## src/rtl/ext_xor_defs.svh

```systemverilog
// Purpose: constants for the enable-write and exclusive-or execute block
// Assumes: big-endian bit numbering of the instruction word, bit 0 is msb
// Notes:   field positions are given as lsb-based indices
`ifndef EXT_XOR_DEFS_SVH
`define EXT_XOR_DEFS_SVH
`define OPC_LO          26
`define OPC_HI          31
`define XOP_LO          1
`define XOP_HI          10
`define SRC_LO          21
`define SRC_HI          25
`define DST_LO          16
`define DST_HI          20
`define SRC2_LO         11
`define SRC2_HI         15
`define IMM_LO          0
`define IMM_HI          15
`define REC_BIT         0
`define EIMM_BIT        15
`define SRC_ENABLE_BIT  15
`define OPC_EXT         6'h1f
`define OPC_XORI        6'h1a
`define OPC_XORIS       6'h1b
`define XOP_WR_REG      10'h083
`define XOP_WR_IMM      10'h0a3
`define XOP_XOR         10'h13c
`define ENABLE_RESET    1'b0
`endif

```

## src/rtl/ext_xor_pkg.sv

```systemverilog
// Purpose: types for the enable-write and exclusive-or execute block
// Assumes: nothing beyond the defs header
// Notes:   operation codes for the decoder
package ext_xor_pkg;
    typedef enum logic [2:0] {
        OP_NONE   = 3'h0,
        OP_WR_REG = 3'h1,
        OP_WR_IMM = 3'h3,
        OP_XOR    = 3'h2,
        OP_XORI   = 3'h6,
        OP_XORIS  = 3'h7
    } op_t;
endpackage : ext_xor_pkg

```

## src/rtl/ext_xor_exec.sv

```systemverilog
// Purpose: decode and execute enable-write and exclusive-or instructions
// Assumes: register file read ports outside; one instruction per valid cycle
// Notes:   results are registered, one cycle after i_valid
`timescale 1ns/10ps
`include "ext_xor_defs.svh"

// What this block does
// RULE1: extended opcode 131 copies source bit 16 into the interrupt enable
// RULE2: extended opcode 163 loads the interrupt enable from the immediate bit
// RULE3: both enable writes are privileged; user mode raises program exception, enable kept
// RULE4: non-zero reserved bits are ignored, no exception raised
// RULE5: extended opcode 316 writes source xor second source to destination
// RULE6: with record flag set, update condition field zero lt gt eq so
// RULE7: opcode 26 xors source with zero-extended immediate
// RULE8: opcode 27 xors source with immediate shifted to upper half
// RULE9: immediate and unrecorded forms alter only destination, no exception or flags
module ext_xor_exec
    import ext_xor_pkg::*;
(
    input  wire logic        i_clk,
    input  wire logic        i_rst,
    input  wire logic        i_valid,
    input  wire logic [31:0] i_instr,
    input  wire logic        i_user_mode,
    input  wire logic [31:0] i_source_register,
    input  wire logic [31:0] i_second_source_register,
    input  wire logic        i_summary_overflow,
    output logic             o_external_interrupt_enable,
    output logic             o_dest_we,
    output logic [4:0]       o_destination_register,
    output logic [31:0]      o_dest_data,
    output logic             o_flags_we,
    output logic [3:0]       o_condition_field_zero,
    output logic             o_program_exception
);
    op_t         op;
    logic [31:0] next_result;
    logic        privileged;

    // decode; reserved fields not checked
    always_comb begin
        op = OP_NONE;
        if (i_instr[`OPC_HI:`OPC_LO] == `OPC_XORI) begin
            op = OP_XORI; // RULE7
        end else if (i_instr[`OPC_HI:`OPC_LO] == `OPC_XORIS) begin
            op = OP_XORIS; // RULE8
        end else if (i_instr[`OPC_HI:`OPC_LO] == `OPC_EXT) begin
            if (i_instr[`XOP_HI:`XOP_LO] == `XOP_WR_REG) begin
                op = OP_WR_REG; // RULE1 RULE4
            end else if (i_instr[`XOP_HI:`XOP_LO] == `XOP_WR_IMM) begin
                op = OP_WR_IMM; // RULE2 RULE4
            end else if (i_instr[`XOP_HI:`XOP_LO] == `XOP_XOR) begin
                op = OP_XOR; // RULE5
            end
        end
    end

    assign privileged = (op == OP_WR_REG) || (op == OP_WR_IMM);

    // result selection
    always_comb begin
        case (op)
            OP_XORI:  next_result = i_source_register ^ {16'h0000, i_instr[`IMM_HI:`IMM_LO]}; // RULE7
            OP_XORIS: next_result = i_source_register ^ {i_instr[`IMM_HI:`IMM_LO], 16'h0000}; // RULE8
            default:  next_result = i_source_register ^ i_second_source_register; // RULE5
        endcase
    end

    // enable bit, blocked in user mode
    always_ff @(posedge i_clk) begin
        if (i_rst) begin
            o_external_interrupt_enable <= `ENABLE_RESET;
        end else if (i_valid && !i_user_mode) begin // RULE3
            if (op == OP_WR_REG) begin
                o_external_interrupt_enable <= i_source_register[`SRC_ENABLE_BIT]; // RULE1
            end else if (op == OP_WR_IMM) begin
                o_external_interrupt_enable <= i_instr[`EIMM_BIT]; // RULE2
            end
        end
    end

    // program exception pulse
    always_ff @(posedge i_clk) begin
        if (i_rst) begin
            o_program_exception <= 1'b0;
        end else begin
            o_program_exception <= i_valid && i_user_mode && privileged; // RULE3 RULE9
        end
    end

    // destination write
    always_ff @(posedge i_clk) begin
        if (i_rst) begin
            o_dest_we              <= 1'b0;
            o_destination_register <= 5'h00;
            o_dest_data            <= 32'h0000_0000;
        end else begin
            o_dest_we <= i_valid && (op == OP_XOR || op == OP_XORI || op == OP_XORIS); // RULE9
            if (i_valid) begin
                o_destination_register <= i_instr[`DST_HI:`DST_LO];
                o_dest_data            <= next_result;
            end
        end
    end

    // condition field zero: lt gt eq so
    always_ff @(posedge i_clk) begin
        if (i_rst) begin
            o_flags_we             <= 1'b0;
            o_condition_field_zero <= 4'h0;
        end else begin
            o_flags_we <= i_valid && op == OP_XOR && i_instr[`REC_BIT]; // RULE6 RULE9
            if (i_valid && op == OP_XOR && i_instr[`REC_BIT]) begin
                o_condition_field_zero <= {next_result[31], !next_result[31] && next_result != 32'h0,
                                           next_result == 32'h0, i_summary_overflow}; // RULE6
            end
        end
    end
endmodule : ext_xor_exec

```

## config.mk

```make
export PLATFORM = sky130hd
export DESIGN_NAME = ext_xor_exec
export DESIGN_NICKNAME = d
export VERILOG_FILES = /design/src/rtl/ext_xor_pkg.sv /design/src/rtl/ext_xor_exec.sv
export VERILOG_INCLUDE_DIRS = /design/src /design/src/rtl
export SDC_FILE = /design/constraint.sdc
export NUM_CORES = 1
export LEC_CHECK = 0
export BUFFER_PORTS_ARGS = -buffer_cell sky130_fd_sc_hd__buf_2
export CAP_MARGIN = 5
export CORE_UTILIZATION = 46
export DETAILED_ROUTE_END_ITERATION = 8
export PLACE_DENSITY_LB_ADDON = 0.3
export SLEW_MARGIN = 10
export SYNTH_ARGS = -nofsm -noshare
export SYNTH_HDL_FRONTEND = slang
export SYNTH_SLANG_ARGS = --single-unit
```

## constraint.sdc

```tcl
create_clock -name i_clk -period 3 [get_ports i_clk]
set_clock_uncertainty 0.15 [all_clocks]
set_input_delay 0.45 -clock i_clk [delete_from_list [all_inputs] [get_ports i_clk]]
set_output_delay 0.45 -clock i_clk [all_outputs]
set_load 0.1 [all_outputs]
```

==> After elaboration in Yosys (flattened, before gate mapping) <==
Index checks and enable logic that the tools add are counted.
Widths: inputs -> output; s select.
{ "op_classes": {"n_eq_ne": 11, "multipliers": 0, "n_shift": 0, "bitwise_logic": 3, "add_sub_neg": 0, "magnitude_cmp": 0, "n_reduce_logical": 16, "n_mux": 9, "div": 0} }
{ "op_table": {"columns": ["op", "n"], "rows": [
  ["$pmux 32 s2", 1],
  ["$xor 32x32->32", 2],
  ["$logic_not 32->1", 1],
  ["$reduce_bool 32->1", 1],
  ["$xor 32x16->32", 1],
  ["$eq 10x8->1 const B", 2],
  ["$eq 6x5->1 const B", 3],
  ["$eq 10x9->1 const B", 1],
  ["$mux 2", 4],
  ["$logic_and 1x1->1", 7],
  ["$eq 3x2->1 const B", 2],
  ["$eq 3x3->1 const B", 2],
  ["$mux 3", 2],
  ["$eq 3x1->1 const B", 1],
  ["$logic_or 1x1->1", 3],
  ["$logic_not 1->1", 2],
  ["$mux 1", 2],
  ["$reduce_and 2->1", 1],
  ["$reduce_bool 2->1", 1]
]} }
{ "totals": {"reg_bits": 45, "latch_bits": 0, "output_inout_bits": 45, "mem_bits_rw": 0, "romBits": 0, "word_cells": 46, "memories": 0} }

==> Depth between registers and ports, before layout <==
Gate-level depths: netlist of the first run.
{ "depth": {"depth_word": 11, "depth_mapped": 11} }

==> Worst setup path after synthesis of the first run <==
No wires, ideal clock.
{ "synth_timing": {"kind": "input to register", "start": "input i_instr[31]", "end": "register o_condition_field_zero[2]", "n_path_buf": 0, "slack_ns": 0.320, "path_stages": 7, "setup_ns": 0.132, "required_ns": 2.718, "arrival_time_ns": 2.397, "cell_sequence": "nand4b_1 nor3_1 a22oi_1 xnor2_1 or4_1 nor4_2 o41ai_1"} }
{ "synth_between": {"elab_chain_len": 8, "elab_cells_between_ends": 15} }
{ "synth_rtl": {"columns": ["item", "line", "text"], "rows": [
  ["from (decl)", "ext_xor_exec.sv:23", "input wire logic [31:0] i_instr,"],
  ["$eq 6x5->1 (no line)", null, null],
  ["$mux 2", "ext_xor_exec.sv:47", "end else if (i_instr[`OPC_HI:`OPC_LO] == `OPC_EXT) begin"],
  ["$mux 3", "ext_xor_exec.sv:45", "end else if (i_instr[`OPC_HI:`OPC_LO] == `OPC_XORIS) begin"],
  ["$mux 3 (*)", "ext_xor_exec.sv:43", "if (i_instr[`OPC_HI:`OPC_LO] == `OPC_XORI) begin"],
  ["$eq 3x3->1", "ext_xor_exec.sv:62", "case (op)"],
  ["$pmux 32 s2", "ext_xor_exec.sv:62", null],
  ["$reduce_bool 32->1 / $logic_not 1->1 (equally long branches)", "ext_xor_exec.sv:114", "o_condition_field_zero <= {next_result[31], !next_result[31] && next_result != 32'h0,"],
  ["$logic_and 1x1->1", "ext_xor_exec.sv:114", null],
  ["to (signal assigned)", "ext_xor_exec.sv:114", null],
  ["to (decl)", "ext_xor_exec.sv:33", "output logic [3:0] o_condition_field_zero,"]
]} }
Mark *: on every way between the ends. The rest lies on a longest branch, timed or not.
A chain may end at the register's enable or synchronous reset.

==> Final worst setup path of the first run <==
{ "layout_timing": {"start": "input i_instr[31]", "end": "register o_condition_field_zero[1]"} }
{ "layout_between": {"elab_chain_len": 7, "elab_cells_between_ends": 13} }
{ "layout_rtl": {"columns": ["item", "line"], "rows": [
  ["$eq 6x5->1 (no line)", null],
  ["$mux 2", "ext_xor_exec.sv:47"],
  ["$mux 3", "ext_xor_exec.sv:45"],
  ["$mux 3 (*)", "ext_xor_exec.sv:43"],
  ["$eq 3x3->1 / $eq 3x2->1 (equally long branches)", "ext_xor_exec.sv:62, ext_xor_exec.sv:113"],
  ["$pmux 32 s2 / $logic_and 1x1->1 (equally long branches)", "ext_xor_exec.sv:62, ext_xor_exec.sv:113"],
  ["$logic_not 32->1 / $logic_and 1x1->1 (equally long branches)", "ext_xor_exec.sv:115, ext_xor_exec.sv:113"]
]} }
Marks and branches as above.

==> results of run 1 <==
final cells by class:
| type | count | area share [%] |
|---|---|---|
| timing repair buffer | 159 | 22.57 |
| multi-input combinational | 251 | 47.62 |
| clock inverter | 2 | 1.038 |
| inverter | 2 | 0.2009 |
| clock buffer | 6 | 1.942 |
| tap | 75 | 2.512 |
| sequential | 45 | 24.11 |
cells by family (layout without fill, tap and decap cells):
kind of cell | count (synthesis) | count (layout) | synth area share [%]
buf+inv | 29 | 169 | 5.011
simple gates | 119 | 119 | 25.76
mux | 39 | 39 | 13.84
xor+xnor | 10 | 10 | 3.104
compound gates | 83 | 83 | 20.35
flops | 45 | 45 | 31.93
synthesized netlist by cell type:
cell type | number | area (µm²)
a31oi_1 | 22 | 137.6
or4b_1 | 1 | 10.01
nor2b_1 | 2 | 12.51
a22o_1 | 1 | 8.760
nand4b_1 | 2 | 17.52
inv_1 | 2 | 7.510
buf_1 | 4 | 15.01
nor4b_1 | 2 | 17.52
o21ai_0 | 23 | 115.1
a22oi_1 | 6 | 45.04
and4b_4 | 1 | 13.76
clkbuf_1 | 17 | 63.81
and2b_1 | 1 | 7.510
nand2_1 | 3 | 11.26
nand2b_4 | 1 | 13.76
o41ai_1 | 1 | 8.760
xnor2_1 | 10 | 87.58
nor4_1 | 5 | 31.28
nor3_1 | 1 | 5.000
nor2_1 | 45 | 168.9
a22oi_2 | 1 | 12.51
a221oi_1 | 22 | 192.7
buf_2 | 2 | 10.01
and4b_1 | 2 | 20.02
dfxtp_1 | 45 | 900.9
a211oi_1 | 2 | 15.01
or4_1 | 3 | 22.52
nand3b_1 | 2 | 15.01
nand4_1 | 2 | 12.51
a32oi_1 | 3 | 26.28
nor4_2 | 1 | 12.51
o21a_1 | 1 | 7.510
and4_1 | 22 | 192.7
and2_1 | 22 | 137.6
buf_6 | 4 | 45.04
nand3_1 | 1 | 5.000
mux2i_1 | 39 | 390.4
a21oi_1 | 1 | 5.000
worst max-delay path: stages:
cell      delay, ns
buf_2          0.10
and4b_4        0.37
buf_4          0.15
nand2b_4       0.08
buf_4          0.19
a22oi_1        0.25
xnor2_1        0.13
or4_1          0.51
nor4_2         0.40
a22o_1         0.18
cell usage in the layout, fill, tap and decap left out, drive strengths merged, types with 2 or more instances in the layout:
cell and count:
nand3b 2, a32oi 3, clkbuf 6, mux2i 39, nor4 6, nand4b 2, and2 22, nand2 3
a211oi 2, inv 2, nor2 45, buf 159, dfxtp 45, a221oi 22, and4 22, and4b 3
a31oi 22, or4 3, nor2b 2, xnor2 10, o21ai 23, a22oi 7, nand4 2, nor4b 2
where the power goes:
| part | internal, mW | switching [mW] | leakage, nW |
|---|---|---|---|
| combinational | 0.167 | 0.438 | 1.35 |
| sequential | 0.634 | 0.0195 | 0.370 |
| clock | 0.250 | 0.211 | 0.0554 |
| total | 1.05 | 0.668 | 1.78 |
stage by stage:
| stage | TNS (ns) | area [µm²] |
|---|---|---|
| 2_1_floorplan | 0 | 2821 |
| 3_3_place_gp | -0.04951 | 3625 |
| 3_5_place_dp | -0.07356 | 3625 |
| 4_1_cts | 0 | 3736 |
| 5_1_grt | 0 | 3736 |
| 6_report | 0 | 3736 |
metal layers:
metal | vias to the layer above | routed length, µm
li1 | 1534 | -
met1 | 1456 | 3826
met2 | 165 | 3907
met3 | 14 | 691
met4 | 0 | 155
met5 | - | 0
path summary, 6_finish.rpt:
check / slack [ns] / cells past startpoint / endpoint / start
worst max-delay path: 0.29 / 10 / o_condition_field_zero[1]$_SDFFE_PP0P_ / i_instr[31]
worst min-delay path: 0.23 / 3 / o_destination_register[4]$_SDFFE_PP0P_ / i_instr[20]
worst max register to register: 2.07 / 2 / o_condition_field_zero[1]$_SDFFE_PP0P_ / o_condition_field_zero[1]$_SDFFE_PP0P_
worst min register to register: 0.32 / 2 / o_external_interrupt_enable$_SDFFE_PP0P_ / o_external_interrupt_enable$_SDFFE_PP0P_
state kept, by name (all words and copies together) (netlist names):
name and cells:
o_dest_data 32, o_destination_register 5, o_condition_field_zero 4, o_dest_we 1, o_external_interrupt_enable 1, o_flags_we 1, o_program_exception 1
==> impl_metrics.py, run 1 <==
metrics = {
    "final_layout": {
        "areaGrowthSynthToFinish_pct": 32.42,
        "multiInputGateArea_um2": 1779,
        "diodes": 0,
        "fin_cells": 540,
        "final_nets": 565,
        "final_core_util_pct": 63.10,
        "fillerInstances": 542,
        "drive_above_1_share_pct": 36.56,
        "seq_area_um2": 900.9,
    },
    "critical_path": {
        "cp-end-kind": "register",
        "required_ns": 3.10,
        "startpoint_type": "input port",
        "worstSetupPathType": "input port to register",
        "cp_max_fo": 10,
        "arrival_ns": 2.81,
    },
    "logic_synthesis": {
        "synth_cells": 325,
        "ys_seq_elements": 45,
        "yosysWarnings": 0,
        "synthesis.nets": 426,
        "avgSynthCellArea_um2": 8.681,
        "syn-cell-area_um2": 2821,
        "yosysUniqueCellTypes": 38,
        "synth_seq_area_share_pct": 31.93,
    },
    "placement": {
        "io_buffers": 140,
        "place_inst": 532,
        "globalplace.congestion": 0.8368,
        "dp_hpwl_mm": 6.703,
        "dpl_worst_slack_ns": -0.04368,
    },
    "drt": {
        "drt-total-wl_mm": 8.582,
        "wl_per_cell_um": 15.89,
        "firstDrtPassIters": 5,
        "drc": 0,
        "ant_nets": 0,
        "vias_per_cell": 5.869,
        "via_count": 3169,
        "drt_iter0_drc": 164,
    },
    "global_route": {
        "use_met1_pct": 35.40,
        "grt_max_degree": 34,
        "track_usage_pct": 27.01,
        "grt-ovfl-total": 0,
        "grt_pass1_vias": 2726,
        "antenna_found_initial": 0,
        "top_usage_layer": "met2",
        "met3_usage_pct": 4.886,
        "grt.met2_usage_pct": 44.02,
        "grt_first_pass_wirelength_mm": 13.31,
    },
    "cts": {
        "post_cts_resized": 0,
        "cts_tree": "yes",
        "cts_buffers": 5,
        "path_clk_slew_ns": 0.09,
        "cts.sinks": 45,
        "cts_buffer_depth": 2,
        "ctsHoldBuffers": 0,
        "cts_max_level": 2,
        "cts_setup_buffers": 0,
        "clk_latency_ns": 0.30,
        "cts_root_buf": "clkbuf_8",
    },
    "sta": {
        "max-slew-margin-rel_pct": 60.73,
        "hold_slack_ns": 0.2296,
        "rsz0062_at_grt": "false",
        "min_period_ns": 2.710,
        "fmax_mhz": 369.0,
        "drv_slew": 0,
        "hold_violations": 0,
        "setup_viol_count_final": 0,
        "tightest_slew_ns": 0.5891,
        "min_period_over_period_pct": 90.33,
        "postLayoutSetupSlackWorst_ns": 0.2902,
    },
    "floorplan": {
        "core_um2": 5921,
        "fp.dieArea_um2": 6451,
        "initial_core_util_pct": 47.65,
        "die_w_um": 80.32,
        "ios": 146,
        "fp.dieH_um": 80.32,
        "rows": 28,
    },
    "power_and_ir_drop": {
        "power_density_nw_per_um2": 460.3,
        "ir_drop_mv": 0.2473,
        "total_power_mw": 1.720,
        "p_leak_nw": 1.777,
    },
    "run": {
        "drv_cap": 0,
    },
    "outcome": {
        "status": "complete, no violations",
    },
    "hold_path": {
        "hold_class": "input port to register",
    },
}
Power figures use the tool's default switching activity.
==> run 2, diff against run 1 <==
CORE_UTILIZATION = 47   (was 46)
CTS_BUF_LIST = sky130_fd_sc_hd__clkbuf_8   (was unset)
==> impl_metrics.py, run 2 (same netlist as run 1, synthesis figures left out) <==
metrics = {
    "power_and_ir_drop": {
        "ir_drop_mv": 0.2826,
        "power_density_nw_per_um2": 444.2,
        "power_switching_mw": 0.6829,
        "clkPwrFrac_pct": 23.7,
        "switching_share_pct": 41.35,
        "internal_power_mw": 0.9688,
        "pwr-share-comb_pct": 36.8,
        "p_seq_share_pct": 39.6,
        "total_power_mw": 1.652,
        "p_leak_nw": 1.770,
    },
    "placement": {
        "dp_hpwl_mm": 6.848,
        "place_inst": 530,
        "globalplace.congestion": 0.8719,
        "io_buffers": 140,
        "dpl_worst_slack_ns": -0.1006,
    },
    "critical_path": {
        "worstSetupPathType": "input port to register",
        "startpoint_type": "input port",
        "cp.depth": 8,
        "cp_max_fo": 11,
        "crit_family": "simple AND/OR/NAND/NOR gates",
        "slowest_stage": "or4b_1",
        "critPathMaxStageDelay_ns": 0.56,
        "worstRegToRegCells": 2,
        "required_ns": 3.10,
        "cp-end-kind": "register",
        "worstPathCellList": "buf_2, and4b_4, and4_1, a221oi_1, or4_1, or4b_1, nor4_2, a22o_1",
        "arrival_ns": 2.89,
        "cp_num_buf_inv": 1,
    },
    "final_layout": {
        "multiInputGateArea_um2": 1779,
        "drive_above_1_share_pct": 36.91,
        "areaGrowthSynthToFinish_pct": 31.80,
        "fillerInstances": 483,
        "top_register": "o_dest_data",
        "final_core_util_pct": 65.91,
        "top_regs": "o_dest_data x32, o_destination_register x5, o_condition_field_zero x4",
        "largest_reg_flops": 32,
        "final_nets": 566,
        "final_cell_mix": "buf_2 (140), nor2_1 (45), dfxtp_1 (45), mux2i_1 (39), o21ai_0 (23)",
        "seq_area_um2": 900.9,
        "diodes": 0,
        "final_common_cell": "buf_2",
        "fin_cells": 538,
    },
    "drt": {
        "ant_nets": 0,
        "drt-total-wl_mm": 8.731,
        "wl_per_cell_um": 16.23,
        "via_count": 3206,
        "vias_per_cell": 5.959,
        "drc": 0,
        "firstDrtPassIters": 5,
        "drt_iter0_drc": 192,
    },
    "global_route": {
        "grt_pass1_vias": 2892,
        "grt_max_degree": 34,
        "grt_first_pass_wirelength_mm": 13.84,
        "antenna_found_initial": 0,
        "grt-ovfl-total": 0,
        "track_usage_pct": 28.08,
    },
    "floorplan": {
        "core_um2": 5642,
        "die_w_um": 79.48,
        "initial_core_util_pct": 50.01,
        "ios": 146,
        "fp.dieArea_um2": 6317,
        "rows": 27,
        "fp.dieH_um": 79.48,
    },
    "cts": {
        "cts_max_level": 2,
        "post_cts_resized": 0,
        "cts_buffer_depth": 2,
        "cts.sinks": 45,
        "cts_tree": "yes",
        "path_clk_slew_ns": 0.09,
        "cts_buffers": 5,
        "clk_latency_ns": 0.30,
        "cts_setup_buffers": 0,
        "ctsHoldBuffers": 0,
        "cts_root_buf": "clkbuf_8",
    },
    "sta": {
        "min_period_ns": 2.792,
        "max-slew-margin-rel_pct": 61.76,
        "postLayoutSetupSlackWorst_ns": 0.2080,
        "drv_slew": 0,
        "rsz0062_at_grt": "false",
        "hold_violations": 0,
        "min_period_over_period_pct": 93.07,
        "tightest_slew_ns": 0.5737,
        "setup_viol_count_final": 0,
        "hold_slack_ns": 0.2320,
        "fmax_mhz": 358.2,
    },
    "hold_path": {
        "hold_class": "input port to register",
        "whs_path_depth": 3,
    },
    "run": {
        "drv_cap": 0,
    },
    "outcome": {
        "status": "complete, no violations",
    },
}
==> run 2: changes by cell type in the layout (fill, tap and decap cells not counted), sizes merged <==
cell,change
buf,+1
bufinv,-1
clkbuf,-1
clkinvlp,+1
inv,+1
==> run 2: layout make-up <==
type	count	area share [%]
flip-flops and latches	45	24.23
multi-input cells	251	47.85
clock buffers	5	1.851
repair buffers	160	22.88
well taps	72	2.423
clock inverters	3	0.5720
inverters	2	0.2019
==> run 2: layer usage <==
layer	vias up	part of all wire (%)	track usage, %
li1	1539	-	-
met1	1499	44	36.36
met2	158	47	47.09
met3	10	8.2	5.600
met4	0	1.0	7.636
met5	-	0	0
==> run 2: path summary, 6_finish.rpt <==
kind / start / end / slack, ns
setup / recovery: i_instr[31] / o_condition_field_zero[1]$_SDFFE_PP0P_ / 0.21
hold / removal: i_instr[20] / o_destination_register[4]$_SDFFE_PP0P_ / 0.23
setup reg to reg: o_condition_field_zero[1]$_SDFFE_PP0P_ / o_condition_field_zero[1]$_SDFFE_PP0P_ / 2.06
hold reg to reg: o_external_interrupt_enable$_SDFFE_PP0P_ / o_external_interrupt_enable$_SDFFE_PP0P_ / 0.32
==> run 2: tightest hold or removal path: stages <==
cell and delay (ns):
buf_2 0.08, mux2i_1 0.06, nor2_1 0.07
==> run 2: power by group through the flow <==
| stage | registers (mW) | logic [mW] | clock network [mW] |
|---|---|---|---|
| floorplan | 0.930 | 0.173 | 0 |
| global placement | 0.666 | 0.596 | 0 |
| detailed placement | 0.667 | 0.605 | 0 |
| CTS | 0.654 | 0.605 | 0.400 |
| global route | 0.657 | 0.644 | 0.416 |
| finish | 0.653 | 0.608 | 0.391 |
==> run 2: per-stage QoR <==
stage	area (µm²)	setup TNS, ns
CTS	3719	0
floorplan	2821	0
global placement	3628	-0.08558
global route	3719	0
finish	3719	0
detailed placement	3628	-0.1854
